## src/core/rcw_pkg.sv

```systemverilog
// Purpose: Constants and types of the runaway code watchdog
// Assumes: One 25 MHz clock, which is also the crystal clock
// Notes: Register offsets are word indices; byte address is four times
//
// Function
// 6-bit counter fed by 12-bit prescaler, crystal clock
// Overflow resets after short or long count
// Service write clears counter and prescaler stages 4-12
// Service read returns reset vector low byte
// Watchdog reset: pin low 32 cycles, cause set
// Monitor mode plus test voltage disables watchdog
// Break plus test voltage on reset pin disables
// Stop instruction clears the prescaler
// Power-on clears prescaler after 4096 cycles
// Internal reset clears prescaler and counter
// Reset vector fetch clears the prescaler
// Disable bit suppresses all watchdog resets
// No interrupt request, only reset
// Counting continues during wait mode
// Stop mode gates clock and clears prescaler
// Stop takes effect only with stop enable
// Long bit picks tap; overflow gives one request
package rcw_pkg;
   localparam int RCW_PRESCALE_BITS = 12;
   localparam int RCW_COUNT_BITS = 6;
   localparam int RCW_SHORT_TAP = 6;
   localparam int RCW_LONG_TAP = 11;
   localparam int RCW_SERVICE_CLEAR_LSB = 3;
   localparam int RCW_PIN_LOW_CYCLES = 32;
   localparam int RCW_POR_CLEAR_CYCLES = 4096;
   localparam logic [15:0] RCW_SERVICE_IDX = 16'hFFFF;
   localparam logic [15:0] RCW_CONFIG_IDX = 16'hFFF0;
   localparam logic [15:0] RCW_STATUS_IDX = 16'hFFF1;
   localparam int RCW_CFG_DISABLE_POS = 0;
   localparam int RCW_CFG_LONG_POS = 1;
   localparam int RCW_CFG_STOPEN_POS = 2;
   localparam int RCW_STS_CAUSE_POS = 0;
   localparam int RCW_STS_STOPPED_POS = 1;
   localparam int RCW_STS_DISABLED_POS = 2;
   localparam int RCW_STS_COUNT_LSB = 8;
   localparam logic [2:0] RCW_CONFIG_RESET = 3'h0;
   localparam logic [31:0] RCW_UNMAPPED_READ = 32'h0000_0000;
   typedef enum logic [1:0] {
      RCW_RUN = 2'b00,
      RCW_STOP = 2'b01,
      RCW_PULSE = 2'b10
   } rcw_phase_t;
endpackage

```

## src/core/rcw_reset_stretch.sv

```systemverilog
// Purpose: Holds the reset pin low for a fixed number of cycles
// Assumes: start is a one-cycle pulse
// Notes: A start while busy is ignored
`timescale 1ns/1ns
module rcw_reset_stretch
   import rcw_pkg::*;
(
   input wire logic clock,
   input wire logic rst,
   input wire logic start,
   output logic busy
);
   typedef struct packed {
      logic [5:0] count;
      logic busy;
   } rcw_stretch_t;

   rcw_stretch_t s;
   rcw_stretch_t next_s;

   always_comb begin
      next_s = s;
      if (s.busy) begin
         if (s.count == 6'(RCW_PIN_LOW_CYCLES - 1)) begin
            next_s.busy = 1'b0;
            next_s.count = 6'h0;
         end else begin
            next_s.count = s.count + 6'h1;
         end
      end else if (start) begin
         next_s.busy = 1'b1;
         next_s.count = 6'h0;
      end
   end

   always_ff @(posedge clock or posedge rst) begin
      if (rst) begin
         s <= '0;
      end else begin
         s <= next_s;
      end
   end

   assign busy = s.busy;

   property p_low_length;
      @(posedge clock) disable iff (rst)
      $fell(s.busy) |-> $past(s.count) == 6'(RCW_PIN_LOW_CYCLES - 1);
   endproperty
   a_low_length: assert property (p_low_length)
      else $error("Reset pin low time wrong");

   property p_start_low;
      @(posedge clock) disable iff (rst)
      (start && !s.busy) |=> s.busy && s.count == 6'h0;
   endproperty
   a_start_low: assert property (p_start_low)
      else $error("Reset pin not pulled low on start");
endmodule

```

## src/core/rcw_watchdog.sv

```systemverilog
// Purpose: Runaway code watchdog with Avalon-MM register access
// Assumes: Crystal clock is the block clock; inputs synchronous
// Notes: Reset pin is open drain, only ever driven low
//
// The Avalon-MM interface to the registers is this design's own decision.
`timescale 1ns/1ns
module rcw_watchdog
   import rcw_pkg::*;
#(
   parameter int PRESCALE_BITS = RCW_PRESCALE_BITS,
   parameter int COUNT_BITS = RCW_COUNT_BITS
)
(
   input wire logic clock,
   input wire logic rst,
   input wire logic [17:0] address,
   input wire logic read,
   input wire logic write,
   input wire logic [31:0] writedata,
   input wire logic [3:0] byteenable,
   output logic [31:0] readdata,
   output logic waitrequest,
   input wire logic [7:0] resetVectorLow,
   input wire logic monitorMode,
   input wire logic breakState,
   input wire logic rstPinHighTestVolt,
   input wire logic irqPinHighTestVolt,
   input wire logic stopInstr,
   input wire logic stopExit,
   input wire logic vectorFetch,
   input wire logic internalReset,
   output logic chipResetReq,
   output logic rstPinOut,
   output logic rstPinOe
);
   typedef struct packed {
      rcw_phase_t phase;
      logic [PRESCALE_BITS-1:0] prescale;
      logic [COUNT_BITS-1:0] count;
      logic [12:0] porCount;
      logic porDone;
      logic cfgDisable;
      logic cfgLong;
      logic cfgStopEn;
      logic cause;
      logic ack;
      logic [31:0] readData;
      logic resetReq;
   } rcw_state_t;

   rcw_state_t s;
   rcw_state_t next_s;

   logic [15:0] regIdx;
   logic isService;
   logic isConfig;
   logic isStatus;
   logic wrTake;
   logic disabled;
   logic running;
   logic tick;
   logic overflow;
   logic pinBusy;
   logic [PRESCALE_BITS-1:0] tapMask;
   logic [PRESCALE_BITS-1:0] serviceMask;
   logic [31:0] statusWord;
   logic [31:0] readMux;

   assign regIdx = address[17:2];
   assign isService = regIdx == RCW_SERVICE_IDX;
   assign isConfig = regIdx == RCW_CONFIG_IDX;
   assign isStatus = regIdx == RCW_STATUS_IDX;
   // One wait state: request seen, answered on the following edge
   assign waitrequest = (read || write) && !s.ack;
   assign wrTake = write && s.ack;

   // Test voltage overrides only bite in monitor or break state
   assign disabled = s.cfgDisable
      || (monitorMode && (rstPinHighTestVolt || irqPinHighTestVolt))
      || (breakState && rstPinHighTestVolt);

   // Wait mode is deliberately not an input: counting never pauses there
   assign running = (s.phase == RCW_RUN) && !disabled;

   // Long timeout needs 2^12 prescale per count, short needs 2^7
   assign tapMask = s.cfgLong
      ? PRESCALE_BITS'((1 << (RCW_LONG_TAP + 1)) - 1)
      : PRESCALE_BITS'((1 << (RCW_SHORT_TAP + 1)) - 1);
   assign tick = (s.prescale & tapMask) == tapMask;
   assign overflow = running && tick && (&s.count);

   // Stages 4 to 12 are bits 3 and up; the low stages keep running
   assign serviceMask = PRESCALE_BITS'((1 << RCW_SERVICE_CLEAR_LSB) - 1);

   always_comb begin
      statusWord = 32'h0000_0000;
      statusWord[RCW_STS_CAUSE_POS] = s.cause;
      statusWord[RCW_STS_STOPPED_POS] = s.phase == RCW_STOP;
      statusWord[RCW_STS_DISABLED_POS] = disabled;
      statusWord[RCW_STS_COUNT_LSB +: COUNT_BITS] = s.count;
   end

   always_comb begin
      readMux = RCW_UNMAPPED_READ;
      if (isService) begin
         // Reads see the vector byte, never the watchdog state
         readMux = {24'h0000_00, resetVectorLow};
      end else if (isConfig) begin
         readMux[RCW_CFG_DISABLE_POS] = s.cfgDisable;
         readMux[RCW_CFG_LONG_POS] = s.cfgLong;
         readMux[RCW_CFG_STOPEN_POS] = s.cfgStopEn;
      end else if (isStatus) begin
         readMux = statusWord;
      end
   end

   always_comb begin
      next_s = s;
      next_s.resetReq = 1'b0;
      next_s.ack = (read || write) && !s.ack;
      if (read && !s.ack) begin
         next_s.readData = readMux;
      end

      // Configuration bits, low byte lane only
      if (wrTake && isConfig && byteenable[0]) begin
         next_s.cfgDisable = writedata[RCW_CFG_DISABLE_POS];
         next_s.cfgLong = writedata[RCW_CFG_LONG_POS];
         next_s.cfgStopEn = writedata[RCW_CFG_STOPEN_POS];
      end

      // Cause bit is write-one-to-clear; a new overflow wins
      if (wrTake && isStatus && byteenable[0]
          && writedata[RCW_STS_CAUSE_POS]) begin
         next_s.cause = 1'b0;
      end

      if (running) begin
         next_s.prescale = s.prescale + 1'b1;
         if (tick) begin
            next_s.count = s.count + 1'b1;
         end
      end

      case (s.phase)
         RCW_RUN: begin
            if (overflow) begin
               next_s.resetReq = 1'b1;
               next_s.cause = 1'b1;
               next_s.phase = RCW_PULSE;
               next_s.prescale = '0;
               next_s.count = '0;
            end else if (stopInstr && s.cfgStopEn) begin
               next_s.phase = RCW_STOP;
               next_s.prescale = '0;
            end
         end
         RCW_STOP: begin
            // Clock to the chain is off; nothing advances here
            next_s.prescale = '0;
            if (stopExit) begin
               next_s.phase = RCW_RUN;
            end
         end
         RCW_PULSE: begin
            if (!pinBusy && !s.resetReq) begin
               next_s.phase = RCW_RUN;
            end
         end
         default: begin
            next_s.phase = RCW_RUN;
         end
      endcase

      if (vectorFetch) begin
         next_s.prescale = '0;
      end

      if (wrTake && isService && !overflow) begin
         next_s.count = '0;
         next_s.prescale = next_s.prescale & serviceMask;
      end

      if (!s.porDone) begin
         next_s.porCount = s.porCount + 13'h1;
         if (s.porCount == 13'(RCW_POR_CLEAR_CYCLES - 1)) begin
            next_s.porDone = 1'b1;
            next_s.prescale = '0;
         end
      end

      // Any other reset source of the chip restarts the chain
      if (internalReset) begin
         next_s.prescale = '0;
         next_s.count = '0;
         if (s.phase == RCW_STOP) begin
            next_s.phase = RCW_RUN;
         end
      end
   end

   always_ff @(posedge clock or posedge rst) begin
      if (rst) begin
         s <= '0;
         s.phase <= RCW_RUN;
         s.cfgDisable <= RCW_CONFIG_RESET[RCW_CFG_DISABLE_POS];
         s.cfgLong <= RCW_CONFIG_RESET[RCW_CFG_LONG_POS];
         s.cfgStopEn <= RCW_CONFIG_RESET[RCW_CFG_STOPEN_POS];
      end else begin
         s <= next_s;
      end
   end

   rcw_reset_stretch rcw_reset_stretch_inst (
      .clock(clock),
      .rst(rst),
      .start(s.resetReq),
      .busy(pinBusy)
   );

   assign readdata = s.readData;
   // Reset request is the only action; there is no interrupt output
   assign chipResetReq = s.resetReq;
   assign rstPinOut = 1'b0;
   assign rstPinOe = pinBusy;

   property p_disabled_quiet;
      @(posedge clock) disable iff (rst)
      disabled |=> !chipResetReq;
   endproperty
   a_disabled_quiet: assert property (p_disabled_quiet)
      else $error("Reset raised while watchdog disabled");

   property p_monitor_off;
      @(posedge clock) disable iff (rst)
      (monitorMode && irqPinHighTestVolt && s.phase == RCW_RUN)
         |=> s.count == $past(s.count) || s.count == '0;
   endproperty
   a_monitor_off: assert property (p_monitor_off)
      else $error("Counter advanced in monitor mode with test voltage");

   property p_break_off;
      @(posedge clock) disable iff (rst)
      (breakState && rstPinHighTestVolt) |-> !running;
   endproperty
   a_break_off: assert property (p_break_off)
      else $error("Watchdog running in break with test voltage");

   property p_service_clear;
      @(posedge clock) disable iff (rst)
      (write && !waitrequest && isService && !overflow)
         |=> s.count == '0 && s.prescale[PRESCALE_BITS-1:3] == '0;
   endproperty
   a_service_clear: assert property (p_service_clear)
      else $error("Service write did not clear the chain");

   property p_service_read;
      @(posedge clock) disable iff (rst)
      (read && !waitrequest && isService)
         |-> readdata == {24'h0000_00, $past(resetVectorLow)};
   endproperty
   a_service_read: assert property (p_service_read)
      else $error("Service read did not return vector byte");

   property p_overflow_pulse;
      @(posedge clock) disable iff (rst)
      chipResetReq |-> s.cause ##1 !chipResetReq ##1 rstPinOe;
   endproperty
   a_overflow_pulse: assert property (p_overflow_pulse)
      else $error("Overflow request not single or pin not pulled");

   property p_short_timeout;
      @(posedge clock) disable iff (rst)
      (running && !s.cfgLong && &s.count
         && s.prescale[RCW_SHORT_TAP:0] == 7'h7F)
         |=> chipResetReq;
   endproperty
   a_short_timeout: assert property (p_short_timeout)
      else $error("Short timeout overflow missed");

   property p_stop_enable;
      @(posedge clock) disable iff (rst)
      (stopInstr && !s.cfgStopEn && s.phase == RCW_RUN)
         |=> s.phase != RCW_STOP;
   endproperty
   a_stop_enable: assert property (p_stop_enable)
      else $error("Stop taken without stop enable");

   property p_stop_gated;
      @(posedge clock) disable iff (rst)
      (s.phase == RCW_STOP && !internalReset) |=> s.prescale == '0;
   endproperty
   a_stop_gated: assert property (p_stop_gated)
      else $error("Prescaler moved in stop mode");

   property p_fetch_clear;
      @(posedge clock) disable iff (rst)
      (vectorFetch && !(write && !waitrequest)) |=> s.prescale == '0;
   endproperty
   a_fetch_clear: assert property (p_fetch_clear)
      else $error("Vector fetch did not clear prescaler");

   property p_internal_clear;
      @(posedge clock) disable iff (rst)
      internalReset |=> s.prescale == '0 && s.count == '0;
   endproperty
   a_internal_clear: assert property (p_internal_clear)
      else $error("Internal reset did not clear the chain");

   property p_por_clear;
      @(posedge clock) disable iff (rst)
      (!s.porDone && s.porCount == 13'(RCW_POR_CLEAR_CYCLES - 1)
         && !internalReset) |=> s.porDone && s.prescale == '0;
   endproperty
   a_por_clear: assert property (p_por_clear)
      else $error("Power-on prescaler clear missed");

   property p_bus_answer;
      @(posedge clock) disable iff (rst)
      ((read || write) && waitrequest) |=> !waitrequest;
   endproperty
   a_bus_answer: assert property (p_bus_answer)
      else $error("Bus request not answered in one wait state");

   property p_long_no_early;
      @(posedge clock) disable iff (rst)
      (s.cfgLong && !(&s.prescale)) |=> !chipResetReq;
   endproperty
   a_long_no_early: assert property (p_long_no_early)
      else $error("Long timeout overflowed before the last tap");

   property p_cause_set;
      @(posedge clock) disable iff (rst)
      overflow |=> s.cause && chipResetReq;
   endproperty
   a_cause_set: assert property (p_cause_set)
      else $error("Overflow did not set the cause bit");

   property p_disabled_frozen;
      @(posedge clock) disable iff (rst)
      (disabled && s.porDone && !internalReset && !wrTake
         && !vectorFetch && !stopInstr)
         |=> s.count == $past(s.count) && s.prescale == $past(s.prescale);
   endproperty
   a_disabled_frozen: assert property (p_disabled_frozen)
      else $error("Chain advanced while watchdog disabled");

   property p_stop_exit;
      @(posedge clock) disable iff (rst)
      (s.phase == RCW_STOP && stopExit) |=> s.phase == RCW_RUN;
   endproperty
   a_stop_exit: assert property (p_stop_exit)
      else $error("Stop mode not left on exit");
endmodule

```

## config.mk

```make
export PLATFORM = sky130hd
export DESIGN_NAME = rcw_watchdog
export DESIGN_NICKNAME = d
export VERILOG_FILES = /design/src/core/rcw_pkg.sv /design/src/core/rcw_reset_stretch.sv /design/src/core/rcw_watchdog.sv
export SDC_FILE = /design/constraint.sdc
export NUM_CORES = 1
export LEC_CHECK = 0
export ABC_CLOCK_PERIOD_IN_PS = 4400
export BUFFER_PORTS_ARGS = -buffer_cell sky130_fd_sc_hd__buf_2
export CORE_ASPECT_RATIO = 1.1
export CORE_MARGIN = 8
export CORE_UTILIZATION = 54
export CTS_CLUSTER_SIZE = 40
export DETAILED_ROUTE_END_ITERATION = 8
export PLACE_DENSITY_LB_ADDON = 0.3
export SLEW_MARGIN = 20
export SYNTH_ARGS = -nofsm -noshare
export SYNTH_HDL_FRONTEND = slang
export SYNTH_SLANG_ARGS = --single-unit
```

## constraint.sdc

```tcl
create_clock -name clock -period 4.4 [get_ports clock]
set_input_delay 0.22 -clock clock [delete_from_list [all_inputs] [get_ports clock]]
set_output_delay 0.22 -clock clock [all_outputs]
set_load 0.1 [all_outputs]
```

== Yosys cells after proc, flatten, opt, wreduce, memory -nomap -nowiden ==
Index checks and enable logic that the tools add are counted.
Widths: inputs -> output; s select.

* Register bits: 79
* Bits in latches: 0
* Bits in writable memories: 0
* Memory bits (read-only): 0
* Output and inout port bits: 36
* Word-level logic and storage cells: 88
* Memories: 0

* Add/subtract/negate cells: 4
* Multipliers: 0
* Divide/modulo/power cells: 0
* Order comparisons: 0
* Eq/ne operators: 8
* Shift operators: 0
* Muxes and demuxes: 32
* Bitwise logic cells: 1
* Reduce and logical (&&, ||, !) cells: 29

{| class="wikitable"
|+ Operator list
! operator !! count
|-
| $eq 16x16->1 const B || 3
|-
| $mux 12 || 4
|-
| $mux 14 || 3
|-
| $mux 18 || 2
|-
| $mux 32 || 1
|-
| $mux 29 || 1
|-
| $mux 6 || 4
|-
| $pmux 12 s2 || 1
|-
| $mux 20 || 1
|-
| $logic_and 1x1->1 || 17
|-
| $mux 7 || 2
|-
| $add 13x1->13 const B || 1
|-
| $eq 13x12->1 const B || 1
|-
| $add 12x1->12 const B || 1
|-
| $add 6x1->6 const B || 2
|-
| $and 12x12->12 || 1
|-
| $eq 12x12->1 || 1
|-
| $mux 1 || 8
|-
| $eq 6x5->1 const B || 1
|-
| $mux 2 || 3
|-
| $pmux 2 s3 || 1
|-
| $reduce_and 6->1 || 1
|-
| $logic_not 1->1 || 5
|-
| $logic_or 1x1->1 || 4
|-
| 5 further kinds || 5
|}

== Longest topological paths before layout ==
* Depth after elaboration: 15
* Gate-level depth with buffers: 6

== Hierarchy ==
From an unflattened synthesis, not the netlist that was laid out.

* Cell total of the unflattened synthesis: 313
* Area total of the unflattened synthesis: 3146.8 um2

{| class="wikitable"
|+ By module, submodules not included
! module !! times used !! cells each !! area an instance (um2) !! seq. area each (um2)
|-
| rcw_watchdog || 1 || 277 || 2778.9 || 1351.3
|-
| rcw_reset_stretch || 1 || 36 || 367.9 || 175.2
|}

== Worst setup path after synthesis ==
OpenSTA, ideal clock, no wires.

* Path kind: register to register
* Start: register s[33] (netlist bit)
* End: register s[33] (netlist bit)
* Library setup time: 267 ps
* Data arrival time: 1685 ps
* Setup slack: 2448 ps
* Stages on the path, launching flop included: 2
* Buffers on the path: 0
* Clock period less this slack: 1952 ps
* Cells stage by stage: dfrtp_1 -> nor2_1

* Word-level cells in the longest chain between the ends: 2

{| class="wikitable"
|+ RTL lines
! what !! RTL line !! source
|-
| start, declared || rcw_watchdog.sv:51 || <nowiki>rcw_state_t s;</nowiki>
|-
| start signal, assigned || rcw_watchdog.sv:210 || <nowiki>s <= next_s;</nowiki>
|-
| $logic_not 1->1 || - ||
|-
| $logic_and 1x1->1 || - ||
|-
| named net waitrequest || rcw_watchdog.sv:22 || <nowiki>output logic waitrequest,</nowiki>
|}

The timed path passes the listed nets, and every way through them passes these cells.
A chain may end at the register's enable or synchronous reset.

==> metrics.cfg <==
[critical_path]
required_ps = 4600
critPathLaunchType = flip-flop
crit_end = s[65]$_DFF_PP0_
end_kind = flip-flop
r2r_start = s[37]$_DFFE_PP0P_
reg2reg_depth = 5
arrival_ps = 2190
crit_start = s[37]$_DFFE_PP0P_
cp_max_fo = 11
critPathKind = flip-flop to flip-flop
rrSetupSlack_ps = 2410
r2r_end = s[65]$_DFF_PP0_

[floorplanning]
die_h_um = 96.05
die_width_um = 88.77
initial_core_util_pct = 55.22
design.die.area_mm2 = 0.008526
core_mm2 = 0.005697
rows = 29
num_io_pins = 110

[route]
drtIter0Drc = 68
routed_wl_mm = 6.498
drc_errors = 0
wl_per_cell_um = 14.67
vias_per_cell = 5.307
ant_nets = 0
dr_total_vias = 2351
drtPass1Iterations = 4

[clocking]
cts_buffers = 9
clk_pin_slew_ps = 70
clk_path_buf_depth = 2
root_buffer = clkbuf_8
cts.sinks = 61
ctsResizeCount = 0
cts_max_level = 3
insertion_delay_ps = 330
cts_hold_buf = 0
postCtsSetupBuffers = 0
cts_tree = built

[synthesis]
async_reset_ff_share_pct = 100.0
post_synth_mux_area_share_pct = 2.426
synthCells = 313
synth-compound-area-share_pct = 11.54
synth_top_family_by_area = simple AND/OR/NAND/NOR gates
synth.yosys.seq_area_share_pct = 48.53
yosys_warnings = 0
syn_area_mm2 = 0.003146
yosys.area_share.xor_xnor_pct = 6.961
synth_common_cells = 61 x dfrtp_1, 33 x buf_4, 27 x nor2_1
synth_enable_flop_cells = 0
ys_types = 49
yosysMostFrequentCell = dfrtp_1
synthSimpleGateAreaFrac_pct = 19.33
synth-seq-cells = 61
synth_adder_area_share_pct = 1.591
synth_area_leaders = dfrtp_1 49%, buf_4 7.9%, xor2_1 3.9%
synth-main-ff-cell = dfrtp_1
yosysTopAreaCellShare_pct = 48.53
synth_area_per_cell_um2 = 10.05
synth_top_area_cell = dfrtp_1

[global_routing]
grt-busiest-layer = met2
grtUsageMet1_pct = 19.52
use_met2_pct = 26.41
met3_usage_pct = 4.014
grt_pass1_vias = 2345
grt_use_total_pct = 16.11
grt_max_degree = 62
antenna_found_initial = 0
grt_overflow = 0
grt_first_pass_wirelength_mm = 10.72

[timing]
fmax_mhz = 503.4
setup_viol = 0
fin_tns_setup_ps = 0
hold_viol = 0
period_minus_slack_ps = 1986
skew_ps = 6.590
max_slew_margin_pct = 49.96
rsz0062_at_grt = false
tightest_slew_ps = 750.6
maxSlewViolCount = 0
finalCritPeriodShare_pct = 45.15

[power]
finalPower_mw = 1.178
p_clk_share_pct = 40.6
leakagePower_nw = 1.676
switching_share_pct = 27.34
power_density_mw_per_mm2 = 334.8
p_switching_uw = 322.1
p_comb_share_pct = 11.5
seq_power_share_pct = 48.0
p_int_uw = 856.2
peakVddDrop_uv = 193.9

[placement]
hpwl_mm = 4.888
place_area_mm2 = 0.003328
gp_congestion = 0.7790
portBuffers = 56

[cells_and_area]
diodes = 0
final_cell_area_mm2 = 0.003520
fin_util_pct = 61.78
nets = 439
area_growth_pct = 11.89
final_layout_size_suffix_gt1_share_pct = 23.50

[hold_path]
holdCritPathClass = primary input to asynchronous set/reset pin

[run_status]
status = completed

[job]
drv_cap = 0

==> area by class of cell <==
class                           count  area, um^2
Clock buffer                       11       141.4
Clock inverter                      5       50.05
Fill cell                         498        2177
Inverter                            8       30.03
Multi-Input combinational cell    224        1388
Sequential cell                    61        1526
Tap cell                           77       96.34
Timing Repair Buffer               57       287.8
==> power groups by stage <==
| stage | clock network, mW | logic, mW | registers, mW |
|---|---|---|---|
| floorplan | 0 | 0.119 | 0.575 |
| global placement | 0 | 0.134 | 0.575 |
| detailed placement | 0 | 0.135 | 0.575 |
| CTS | 0.492 | 0.136 | 0.565 |
| global route | 0.517 | 0.144 | 0.565 |
| finish | 0.478 | 0.135 | 0.565 |
==> worst min-delay path by stage <==
stage,start,endpoint,slack (ps),cells after the start
floorplan,resetVectorLow[3],readdata[3]$_DFFE_PP0P_,350,1
global placement,resetVectorLow[7],readdata[7]$_DFFE_PP0P_,450,2
detailed placement,resetVectorLow[6],readdata[6]$_DFFE_PP0P_,440,2
CTS,resetVectorLow[7],readdata[7]$_DFFE_PP0P_,100,2
global route,resetVectorLow[6],readdata[6]$_DFFE_PP0P_,120,2
finish,rst,s[47]$_DFFE_PP0N_,100,3
==> cells by family after synthesis <==
family          after synthesis
xor+xnor                     25
simple gates                117
buf+inv                      46
compound gates               53
mux                           6
fa+ha+maj                     4
other cells                   1
flops                        61
==> placed cells by master (no fill, tap or decap), types with 2 or more instances in the layout <==
cell type	netlist	layout
a21oi_1	8	8
a22o_1	11	11
a22oi_1	5	5
a31oi_1	2	2
and3_1	5	5
buf_2	2	56
clkbuf_8	0	10
clkinv_2	0	4
conb_1	1	19
dfrtp_1	61	61
ha_1	4	4
inv_1	8	7
mux2_4	3	3
mux2i_1	2	2
nand2_1	25	25
nand2b_1	5	5
nand3_1	15	15
nand4_1	12	12
nor2_1	27	27
nor3_1	9	9
nor3_2	2	2
nor4_1	2	2
o21a_1	2	2
o21ai_0	12	12
o21bai_1	3	3
o31ai_1	3	3
or3_1	2	2
or3_4	2	2
xnor2_1	11	11
xor2_1	14	14
==> state kept, by name, indices dropped and copies added (netlist names) <==
register and flops:
s 39, readdata 14, rcw_reset_stretch_inst.s 6, chipResetReq 1, rcw_reset_stretch_inst.busy 1
==> critical path, cell delays in order, from the launching register on <==
cell and delay (ps):
dfrtp_1 420, nor3_1 270, o21a_1 430, nand4_1 380, nand3_2 290, nor2_1 80
==> metal layers <==
layer,part of all wire [%],vias to the layer above
met5,0,-
met4,1.3,0
met3,9.0,9
met2,46,72
met1,44,1125
li1,-,1145
==> per-stage QoR <==
stage / worst slack (ps) / hold WS (ps) / cells
global route: 2190 / 120.9 / 443
detailed placement: 2438 / 443.5 / 427
global placement: 2483 / 448.2 / 427
floorplan: 2448 / 352.7 / 331
CTS: 2422 / 104.6 / 443
finish: 2414 / 102.4 / 443
Note: power is estimated with default switching activity, not from simulation.
